[config.mk]
export PLATFORM = sky130hd
export DESIGN_NAME = gpio_expander
export DESIGN_NICKNAME = d
export VERILOG_FILES = /design/src/common/gpio_exp_pkg.sv /design/src/common/i2c_link_if.sv /design/src/gpio_expander.sv /design/src/i2c_slave_port.sv
export SDC_FILE = /design/constraint.sdc
export NUM_CORES = 1
export LEC_CHECK = 0
export BUFFER_PORTS_ARGS = -buffer_cell sky130_fd_sc_hd__clkbuf_2
export CORE_AREA = 5 5 180 130
export CTS_BUF_LIST = sky130_fd_sc_hd__clkbuf_8 sky130_fd_sc_hd__clkbuf_16
export CTS_CLUSTER_SIZE = 16
export DETAILED_ROUTE_END_ITERATION = 6
export DIE_AREA = 0 0 185 135
export GPL_TIMING_DRIVEN = 0
export MAX_ROUTING_LAYER = met4
export PLACE_DENSITY = 0.72
export SYNTH_ARGS = -nofsm -noshare
export SYNTH_HDL_FRONTEND = slang
export SYNTH_SLANG_ARGS = --single-unit
[constraint.sdc]
create_clock -name i_core_clk -period 12.5 [get_ports i_core_clk]
set_clock_uncertainty 0.2 [all_clocks]
set_input_delay 0.625 -clock i_core_clk [delete_from_list [all_inputs] [get_ports i_core_clk]]
set_output_delay 0.625 -clock i_core_clk [all_outputs]
set_load 0.01 [all_outputs]
[src/common/gpio_exp_pkg.sv]
package gpio_exp_pkg;
  // ---------------------------------------------------------------------------
  // Geometry
  // ---------------------------------------------------------------------------
  localparam int BANK_W        = 8;
  localparam int DOC_BANKS     = 3;
  localparam int SYNC_STAGES   = 3;

  // ---------------------------------------------------------------------------
  // Serial addressing
  // ---------------------------------------------------------------------------
  localparam logic [6:0] ADDR_STRAP_LO = 7'h22;
  localparam logic [6:0] ADDR_STRAP_HI = 7'h23;
  localparam int         RW_BIT        = 0;
  localparam logic [3:0] BITS_PER_BYTE = 4'h8;

  // ---------------------------------------------------------------------------
  // Command byte layout
  // ---------------------------------------------------------------------------
  localparam int STEP_FLAG_BIT = 7;
  localparam int TYPE_MSB      = 3;
  localparam int TYPE_LSB      = 2;
  localparam int BANK_MSB      = 1;
  localparam int BANK_LSB      = 0;

  typedef enum logic [1:0] {
    REG_INPUT  = 2'h0,
    REG_OUTPUT = 2'h1,
    REG_INVERT = 2'h2,
    REG_DIR    = 2'h3
  } reg_type_t;

  // ---------------------------------------------------------------------------
  // Reset values
  // ---------------------------------------------------------------------------
  localparam logic [7:0] CMD_RST    = 8'h00;
  localparam logic [7:0] OUT_RST    = 8'hFF;
  localparam logic [7:0] INVERT_RST = 8'h00;
  localparam logic [7:0] DIR_RST    = 8'hFF;  // 1 = input
  localparam logic [2:0] WARM_CYC   = 3'h6;   // Cycles until the pin filters show real levels
endpackage

[src/common/i2c_link_if.sv]
`timescale 1ns/10ps
interface i2c_link_if;
  logic [6:0] slave_addr;  // Address to answer
  logic       soft_rst;    // Reset from the reset pin
  logic [7:0] rx_byte;     // Byte received from master
  logic       rx_strobe;   // One-cycle pulse, rx_byte valid
  logic       rx_is_cmd;   // First byte after a write address
  logic [7:0] tx_byte;     // Byte offered for the next read
  logic       tx_load;     // Engine takes tx_byte this cycle
  logic       tx_done;     // Last taken byte fully shifted out

  modport engine (
    input  slave_addr, soft_rst, tx_byte,
    output rx_byte, rx_strobe, rx_is_cmd, tx_load, tx_done
  );
  modport regs (
    output slave_addr, soft_rst, tx_byte,
    input  rx_byte, rx_strobe, rx_is_cmd, tx_load, tx_done
  );
endinterface

[src/gpio_expander.sv]
`timescale 1ns/10ps
module gpio_expander
  import gpio_exp_pkg::*;
#(
  parameter int NUM_BANKS = DOC_BANKS
) (
  input  wire logic                        i_core_clk,
  input  wire logic                        i_rst,
  input  wire logic                        i_reset_n,
  input  wire logic                        i_addr_sel,
  input  wire logic                        i_scl,
  input  wire logic                        i_sda,
  output logic                             o_sda,
  output logic                             o_sda_oe,
  input  wire logic [NUM_BANKS*BANK_W-1:0] i_port,
  output logic      [NUM_BANKS*BANK_W-1:0] o_port,
  output logic      [NUM_BANKS*BANK_W-1:0] o_port_oe,
  output logic                             o_int_n,
  output logic                             o_int_oe
);
  localparam int LINES = NUM_BANKS * BANK_W;
  localparam int SW    = LINES + 2;

  // ---------------------------------------------------------------------------
  // Elaboration check
  // ---------------------------------------------------------------------------
  // The bank field is two bits and its top code is reserved
  if (NUM_BANKS < 1 || NUM_BANKS > DOC_BANKS) begin : g_bad_banks
    $error("gpio_expander: NUM_BANKS must be 1 to 3");
  end

  i2c_link_if link ();

  logic [SYNC_STAGES-1:0][SW-1:0] pin_s_r;
  logic [SW-1:0]    pin_f_r, pin_f_nxt;
  logic [LINES-1:0] live;
  logic             reset_pin_lo, strap_hi;

  logic [7:0]       cmd_r, cmd_nxt;
  logic [LINES-1:0] out_r, out_nxt;  // Per-bank register set
  logic [LINES-1:0] inv_r, inv_nxt;
  logic [LINES-1:0] dir_r, dir_nxt;
  logic [LINES-1:0] in_r, in_nxt;
  logic [2:0]       warm_r, warm_nxt;
  logic             int_r, int_nxt;
  logic [6:0]       addr_r, addr_nxt;
  logic [7:0]       rd_byte;
  logic [1:0]       ptr_bank;
  reg_type_t        ptr_type;
  logic             ptr_ok;

  // ---------------------------------------------------------------------------
  // Pin filter: three stages, a change counts when stages two and three agree
  // ---------------------------------------------------------------------------
  always_comb begin
    for (int k = 0; k < SW; k++) begin
      pin_f_nxt[k] = (pin_s_r[1][k] == pin_s_r[2][k]) ? pin_s_r[2][k] : pin_f_r[k];
    end
  end

  assign live         = pin_f_r[LINES-1:0];
  assign strap_hi     = pin_f_r[LINES];
  assign reset_pin_lo = ~pin_f_r[LINES+1];

  // ---------------------------------------------------------------------------
  // Pointer decode
  // ---------------------------------------------------------------------------
  assign ptr_type = reg_type_t'(cmd_r[TYPE_MSB:TYPE_LSB]);
  assign ptr_bank = cmd_r[BANK_MSB:BANK_LSB];
  assign ptr_ok   = (32'(ptr_bank) < NUM_BANKS);  // Reserved bank reads zero, takes no write

  // Pointer after one byte: with bit 7 set, low bits step and wrap inside the register type
  function automatic logic [7:0] step_ptr(input logic [7:0] cmd);
    logic [7:0] res;
    res = cmd;
    if (cmd[STEP_FLAG_BIT]) begin
      if (32'(cmd[BANK_MSB:BANK_LSB]) >= NUM_BANKS - 1) begin
        res[BANK_MSB:BANK_LSB] = 2'h0;
      end else begin
        res[BANK_MSB:BANK_LSB] = cmd[BANK_MSB:BANK_LSB] + 2'h1;
      end
    end
    return res;
  endfunction

  // ---------------------------------------------------------------------------
  // Read data for the byte the engine is about to send
  // ---------------------------------------------------------------------------
  always_comb begin
    rd_byte = 8'h00;
    if (ptr_ok) begin
      case (ptr_type)  // Any register reads back
        REG_INPUT:  rd_byte = live[ptr_bank*BANK_W +: BANK_W]
                              ^ inv_r[ptr_bank*BANK_W +: BANK_W];
        REG_OUTPUT: rd_byte = out_r[ptr_bank*BANK_W +: BANK_W];
        REG_INVERT: rd_byte = inv_r[ptr_bank*BANK_W +: BANK_W];
        REG_DIR:    rd_byte = dir_r[ptr_bank*BANK_W +: BANK_W];
        default:    rd_byte = 8'h00;
      endcase
    end
  end

  assign link.tx_byte    = rd_byte;
  assign link.slave_addr = addr_r;
  assign link.soft_rst   = reset_pin_lo;

  // ---------------------------------------------------------------------------
  // Register file and pointer
  // ---------------------------------------------------------------------------
  always_comb begin
    cmd_nxt = cmd_r;
    out_nxt = out_r;
    inv_nxt = inv_r;
    dir_nxt = dir_r;
    in_nxt = in_r;
    warm_nxt = warm_r;
    if (reset_pin_lo) begin  // Same defaults as power-on reset
      cmd_nxt = CMD_RST;
      out_nxt = {NUM_BANKS{OUT_RST}};
      inv_nxt = {NUM_BANKS{INVERT_RST}};
      dir_nxt = {NUM_BANKS{DIR_RST}};
      warm_nxt = 3'h0;
    end else begin
      if (warm_r != WARM_CYC) begin
        warm_nxt = warm_r + 3'h1;
      end
      if (link.rx_strobe && link.rx_is_cmd) begin
        cmd_nxt = link.rx_byte;
      end else if (link.rx_strobe) begin
        if (ptr_ok) begin
          case (ptr_type)  // Input register ignores writes
            REG_OUTPUT: out_nxt[ptr_bank*BANK_W +: BANK_W] = link.rx_byte;
            REG_INVERT: inv_nxt[ptr_bank*BANK_W +: BANK_W] = link.rx_byte;
            REG_DIR:    dir_nxt[ptr_bank*BANK_W +: BANK_W] = link.rx_byte;
            default:    ;
          endcase
        end
        cmd_nxt = step_ptr(cmd_r);
      end else if (link.tx_done) begin
        cmd_nxt = step_ptr(cmd_r);
      end
    end
    // Pins are captured while the synchronisers refill after reset, then on
    // every read of an input bank; a read is what clears the interrupt
    if (reset_pin_lo || warm_r != WARM_CYC) begin
      in_nxt = live;
    end else if (link.tx_load && ptr_ok && ptr_type == REG_INPUT) begin
      in_nxt[ptr_bank*BANK_W +: BANK_W] = live[ptr_bank*BANK_W +: BANK_W];
    end
  end

  // ---------------------------------------------------------------------------
  // Change interrupt and slave address
  // ---------------------------------------------------------------------------
  always_comb begin
    // Only lines set as inputs can raise it; outputs would fire on every write
    // Held off while warming: the filters still show their reset level then
    int_nxt = |((live ^ in_r) & dir_r) & ~reset_pin_lo & (warm_r == WARM_CYC);
    addr_nxt = strap_hi ? ADDR_STRAP_HI : ADDR_STRAP_LO;
  end

  always_ff @(posedge i_core_clk or posedge i_rst) begin
    if (i_rst) begin
      pin_s_r <= '1;
      pin_f_r <= '1;
      cmd_r <= CMD_RST;
      out_r <= {NUM_BANKS{OUT_RST}};
      inv_r <= {NUM_BANKS{INVERT_RST}};
      dir_r <= {NUM_BANKS{DIR_RST}};
      in_r <= '1;
      warm_r <= 3'h0;
      int_r <= 1'b0;
      addr_r <= ADDR_STRAP_LO;
    end else begin
      pin_s_r <= {pin_s_r[SYNC_STAGES-2:0], {i_reset_n, i_addr_sel, i_port}};
      pin_f_r <= pin_f_nxt;
      cmd_r <= cmd_nxt;
      out_r <= out_nxt;
      inv_r <= inv_nxt;
      dir_r <= dir_nxt;
      in_r <= in_nxt;
      warm_r <= warm_nxt;
      int_r <= int_nxt;
      addr_r <= addr_nxt;
    end
  end

  // ---------------------------------------------------------------------------
  // Serial engine
  // ---------------------------------------------------------------------------
  i2c_slave_port u_serial (
    .i_core_clk (i_core_clk),
    .i_rst      (i_rst),
    .i_scl      (i_scl),
    .i_sda      (i_sda),
    .o_sda      (o_sda),
    .o_sda_oe   (o_sda_oe),
    .link       (link.engine)
  );

  // ---------------------------------------------------------------------------
  // Pin drivers
  // ---------------------------------------------------------------------------
  assign o_port    = out_r;   // Push-pull level from output register
  assign o_port_oe = ~dir_r;  // Direction bit 0 turns the driver on
  assign o_int_n   = 1'b0;    // Open drain: pulls low or floats
  assign o_int_oe  = int_r;
endmodule // gpio_expander

[src/i2c_slave_port.sv]
`timescale 1ns/10ps
module i2c_slave_port
  import gpio_exp_pkg::*;
(
  input  wire logic i_core_clk,
  input  wire logic i_rst,
  input  wire logic i_scl,
  input  wire logic i_sda,
  output logic      o_sda,
  output logic      o_sda_oe,
  i2c_link_if.engine link
);
  typedef enum logic [2:0] {
    ST_IDLE = 3'b000, ST_ADDR = 3'b001, ST_ADDR_ACK = 3'b011, ST_RX = 3'b010,
    ST_RX_ACK = 3'b110, ST_TX = 3'b111, ST_TX_ACK = 3'b101
  } eng_state_t;

  logic [SYNC_STAGES-1:0] scl_s_r, sda_s_r;
  logic       scl_f_r, sda_f_r, scl_q_r, sda_q_r;
  logic       scl_f_nxt, sda_f_nxt;
  eng_state_t st_r, st_nxt;
  logic [3:0] cnt_r, cnt_nxt;
  logic [7:0] sh_r, sh_nxt;
  logic       oe_r, oe_nxt, rw_r, rw_nxt, first_r, first_nxt, ack_r, ack_nxt;
  logic       scl_rise, scl_fall, start_det, stop_det;

  // ---------------------------------------------------------------------------
  // Line filter: a level counts once the last two stages agree
  // ---------------------------------------------------------------------------
  always_comb begin
    scl_f_nxt = (scl_s_r[1] == scl_s_r[2]) ? scl_s_r[2] : scl_f_r;
    sda_f_nxt = (sda_s_r[1] == sda_s_r[2]) ? sda_s_r[2] : sda_f_r;
  end

  assign scl_rise  = scl_f_r & ~scl_q_r;
  assign scl_fall  = ~scl_f_r & scl_q_r;
  assign start_det = scl_f_r & scl_q_r & sda_q_r & ~sda_f_r;
  assign stop_det  = scl_f_r & scl_q_r & ~sda_q_r & sda_f_r;

  // ---------------------------------------------------------------------------
  // Bit and byte sequencer
  // ---------------------------------------------------------------------------
  always_comb begin
    st_nxt = st_r;
    cnt_nxt = cnt_r;
    sh_nxt = sh_r;
    oe_nxt = oe_r;
    rw_nxt = rw_r;
    first_nxt = first_r;
    ack_nxt = ack_r;
    link.rx_strobe = 1'b0;
    link.tx_load = 1'b0;
    link.tx_done = 1'b0;
    if (link.soft_rst || stop_det) begin  // Pin reset restarts the sequencer
      st_nxt = ST_IDLE;
      oe_nxt = 1'b0;
    end else if (start_det) begin
      st_nxt = ST_ADDR;
      cnt_nxt = 4'h0;
      oe_nxt = 1'b0;
    end else begin
      case (st_r)
        ST_ADDR, ST_RX: begin
          if (scl_rise) begin
            sh_nxt = {sh_r[6:0], sda_f_r};
            cnt_nxt = cnt_r + 4'h1;
          end else if (scl_fall && cnt_r == BITS_PER_BYTE) begin
            if (st_r == ST_RX) begin
              oe_nxt = 1'b1;
              link.rx_strobe = 1'b1;
              st_nxt = ST_RX_ACK;
            end else if (sh_r[7:1] == link.slave_addr) begin
              oe_nxt = 1'b1;
              rw_nxt = sh_r[RW_BIT];  // 1 = read, 0 = write
              st_nxt = ST_ADDR_ACK;
            end else begin
              st_nxt = ST_IDLE;  // Not ours: stay off the bus until the next start
            end
          end
        end
        ST_ADDR_ACK, ST_RX_ACK: begin
          if (scl_fall) begin
            oe_nxt = 1'b0;
            cnt_nxt = 4'h0;
            first_nxt = (st_r == ST_ADDR_ACK);
            st_nxt = ST_RX;
            if (st_r == ST_ADDR_ACK && rw_r) begin
              link.tx_load = 1'b1;
              sh_nxt = link.tx_byte;
              oe_nxt = ~link.tx_byte[7];
              st_nxt = ST_TX;
            end
          end
        end
        ST_TX: begin
          if (scl_rise) begin
            cnt_nxt = cnt_r + 4'h1;
          end else if (scl_fall) begin
            if (cnt_r == BITS_PER_BYTE) begin
              oe_nxt = 1'b0;
              link.tx_done = 1'b1;
              st_nxt = ST_TX_ACK;
            end else begin
              sh_nxt = {sh_r[6:0], 1'b0};
              oe_nxt = ~sh_r[6];
            end
          end
        end
        ST_TX_ACK: begin
          if (scl_rise) begin
            ack_nxt = ~sda_f_r;
          end else if (scl_fall) begin
            cnt_nxt = 4'h0;
            if (ack_r) begin
              link.tx_load = 1'b1;
              sh_nxt = link.tx_byte;
              oe_nxt = ~link.tx_byte[7];
              st_nxt = ST_TX;
            end else begin
              st_nxt = ST_IDLE;  // Master ended the read with a NACK
            end
          end
        end
        default: st_nxt = ST_IDLE;
      endcase
    end
  end

  always_ff @(posedge i_core_clk or posedge i_rst) begin
    if (i_rst) begin
      scl_s_r <= '1;
      sda_s_r <= '1;
      scl_f_r <= 1'b1;
      sda_f_r <= 1'b1;
      scl_q_r <= 1'b1;
      sda_q_r <= 1'b1;
      st_r <= ST_IDLE;
      cnt_r <= 4'h0;
      sh_r <= 8'h00;
      oe_r <= 1'b0;
      rw_r <= 1'b0;
      first_r <= 1'b0;
      ack_r <= 1'b0;
    end else begin
      scl_s_r <= {scl_s_r[SYNC_STAGES-2:0], i_scl};
      sda_s_r <= {sda_s_r[SYNC_STAGES-2:0], i_sda};
      scl_f_r <= scl_f_nxt;
      sda_f_r <= sda_f_nxt;
      scl_q_r <= scl_f_r;
      sda_q_r <= sda_f_r;
      st_r <= st_nxt;
      cnt_r <= cnt_nxt;
      sh_r <= sh_nxt;
      oe_r <= oe_nxt;
      rw_r <= rw_nxt;
      first_r <= first_nxt;
      ack_r <= ack_nxt;
    end
  end

  assign o_sda          = 1'b0;  // Open drain: only ever pulls low
  assign o_sda_oe       = oe_r;
  assign link.rx_byte   = sh_r;
  assign link.rx_is_cmd = first_r;
endmodule // i2c_slave_port

==> metrics.csv <==
stage;metric;value;unit
power_and_ir_drop;Lkg Pwr;5.23;nW
finish;multi-input combinational cell area;0.00399;sq mm
route;metal3 WL;3680;microns
outcome;status;finished, final reports clean;
synthesis;synthesized area per cell;11.9;sq um
finish;commonest non-fill, non-tap cell in the layout;dfstp_2;
route;vias per std cell;6.01;
placement;Port Buf Inserts;79;
floorplan;core area;0.0214;sq mm
finish;fin cells;1315;
setup_path;Max FO, Critical Path;13;
finish;cell area after layout;0.0123;sq mm
synthesis;number of enable flip-flop cells after synthesis;0;
global_route;pin count of the biggest net entering global routing;130;
global_route;Total GRT Usage;0.240;
finish;share of cells above drive strength 1;0.342;
worst_hold_path;Hold WC Path Type;input pin to async pin;
floorplan;Initial Utilization;0.494;
finish;Area growth, synth to finish;16.7;%
finish;commonest cells after routing, fill and taps aside;dfstp_2 (186), clkbuf_2 (79), dfrtp_1 (53), nor2_1 (52);
setup_path;Most common cell on crit path;clkbuf_1;
synthesis;post-synthesis mux area share;0.0440;
route;final WL;29200;microns
route;Vias;7899;
synthesis;Ys Warns;0;
route;TritonRoute pass-1 iters;5;
power_and_ir_drop;maximum VDD drop;0.124;mV
setup_path;WP data required;12.74;ns
floorplan;Die Height;135;microns
route;M1 WL;13100;microns
synthesis;Post-Syn Area;0.0106;sq mm
cts;Reg clk slew, reported paths;0.07;ns
finish;Fillers;1820;
setup_path;Worst Setup End Kind;flip-flop;
cts;number of clock sinks;239;
setup_path;WP data arrival;4.21;ns
global_route;vias in the first global route;7545;
placement;placed cells;1248;
timing;setup ws final;8.53;ns
timing;Final min period;3.97;ns
synthesis;Netlist cell types;62;
timing;FMAX;252;MHz
floorplan;die area;0.0250;sq mm
synthesis;adder-cell share of the synthesized area;0.0384;
synthesis;post-synthesis simple-gate area fraction;0.101;
global_route;first-pass GRT wire length;45300;microns
cts;Clock Tree Buf Depth;3;
synthesis;xor/xnor share of the synthesized area;0.0249;
cts;root buf cell;clkbuf_16;
route;Antenna Nets Post-Route;0;
finish;Register Area;0.00621;sq mm
setup_path;FF-to-FF setup slack;8.53;ns
floorplan;Die X;185;microns
route;Detail Route met2 WL;11800;microns
cts;PostCTS Resize Cnt;0;
setup_path;max incr delay on CP;0.61;ns
power_and_ir_drop;pwr dens;153;mW/mm^2
placement;Post-DP HPWL;20500;microns
synthesis;combinational family with the most area after synthesis;compound AO/OA/AOI/OAI gates;
setup_path;critical-path cell list;clkbuf_1, inv_1, buf_1, ha_1, clkbuf_1, nor2_1, nand3_1, clkbuf_1, nor2_2, a221o_1;
synthesis;Post-synth top flop;dfstp_2;
timing;final period utilization;0.318;
synthesis;Seq cells post-synth;239;
placement;pre-CTS setup slack;8.65;ns
setup_path;Slowest-stage cell, CP;buf_1;
floorplan;Site Rows;45;
route;initial DRC count;916;
placement;Post-DP Area;0.0113;sq mm
timing;Slew Limit Headroom;0.332;
cts;total CTS buffers;23;
timing;Worst-Margin Slew;0.993;ns
cts;CTS tree;built;
route;Top Layer Used;met4;
timing;Final setup violation count;0;
timing;Setup TNS;0;ns
synthesis;Post-synth ARST share;1.00;
timing;max-slew violations;0;
finish;Finished Core Util;0.576;
finish;nets@finish;1059;
placement;RePlAce Congestion;0.985;
timing;Final Hold Viols;0;
setup_path;WS Path Type;flip-flop to flip-flop;
cts;cts-stage hold buffer count;28;
global_route;global route total overflow;0;
synthesis;Synth top area share;0.463;
cts;postcts setup bufs;0;
route;drt drc;0;
power_and_ir_drop;Tot Pwr;1.88;mW
cts;Clock H-tree levels;1;
synthesis;Synth Instances;885;
synthesis;ranking of synthesized cells by area;dfstp_2 (46%), dfrtp_1 (13%), a221o_1 (4.5%), maj3_1 (2.7%), xnor2_1 (2.4%);
setup_path;critical path launch point type;flip-flop;
floorplan;Boundary Pins;82;
synthesis;post-synthesis compound-gate area fraction;0.169;
synthesis;cell taking the most area after synthesis;dfstp_2;
synthesis;register area share after synthesis;0.588;
timing;WHS;0.0759;ns
flow_run;Max Cap Viol;0;
route;WL/cell;22.2;microns
finish;Antenna Cells;0;
cts;worst skew pair latency;0.52;ns
global_route;initial antenna violation count;0;
timing;RSZ-0062 raised after global routing;no;
## per-layer routing
| layer | GRT usage | up-vias |
|---|---|---|
| met5 | - | - |
| li1 | - | 3505 |
| met1 | 0.368 | 3916 |
| met2 | 0.309 | 422 |
| met3 | 0.0773 | 56 |
| met4 | 0.0509 | 0 |
## cell type report
class                      count  share of cell area
inverter                      40              0.0128
tap                          282              0.0286
clock inverter                13             0.00640
buffer                        51              0.0174
clock buffer                  26              0.0501
multi-input combinational    556               0.323
sequential                   239               0.504
timing repair buffer         108              0.0571
## cell families after synthesis
kind of cell	count (synthesis)
AOI/OAI and AO/OA	248
xor gates and xnor gates	30
muxes	44
buffers and inverters	91
other	1
adders and majority gates	38
and+or+nand+nor	194
DFF	239
## cell usage after synthesis (16+ instances only)
master / n
a221o_1: 48
a22oi_1: 23
dfrtp_1: 53
dfstp_2: 186
nand2_1: 45
nor2_1: 52
maj3_1: 28
xnor2_1: 29
inv_1: 39
a21oi_1: 29
mux2_2: 19
o21ai_0: 48
nor3_1: 16
a22o_1: 24
mux2i_1: 25
clkbuf_1: 34
## registers in the layout, summed over array words and instances (netlist names), 3 cells and up
signal	count
dir_r	24
pin_f_r	26
in_r	24
u_serial.link.rx_byte	8
cmd_r	5
inv_r	24
u_serial.st_r	3
o_port	24
pin_s_r	78
u_serial.sda_s_r	3
u_serial.cnt_r	4
warm_r	3
u_serial.scl_s_r	3
## worst max-delay path, delay by kind of cell (launching register included)
family          cells  cell delay, ns
compound gates      1            0.40
fa+ha+maj           1            0.26
buf+inv             5            2.04
flops               1            0.48
simple gates        3            0.50
## final timing paths
| path | end | cells past startpoint | from |
|---|---|---|---|
| worst min-delay path | u_serial.cnt_r[3]$_DFFE_PP0P_ | 2 | i_rst |
| worst max register to register | dir_r[14]$_DFFE_PP1P_ | 10 | cmd_r[1]$_DFFE_PP0P_ |
| worst min register to register | pin_s_r[50]$_DFF_PP1_ | 0 | pin_s_r[24]$_DFF_PP1_ |
| worst max-delay path | dir_r[14]$_DFFE_PP1P_ | 10 | cmd_r[1]$_DFFE_PP0P_ |
| min in group i_core_clk | pin_s_r[50]$_DFF_PP1_ | 0 | pin_s_r[24]$_DFF_PP1_ |
| max in group asynchronous | pin_s_r[40]$_DFF_PP1_ | 3 | i_rst |
## power by group
part | switching, mW | total, mW | internal (mW)
clock network | 0.294 | 0.648 | 0.354
registers | 0.0434 | 0.887 | 0.844
logic | 0.239 | 0.347 | 0.109
Power figures use the tool's default switching activity.
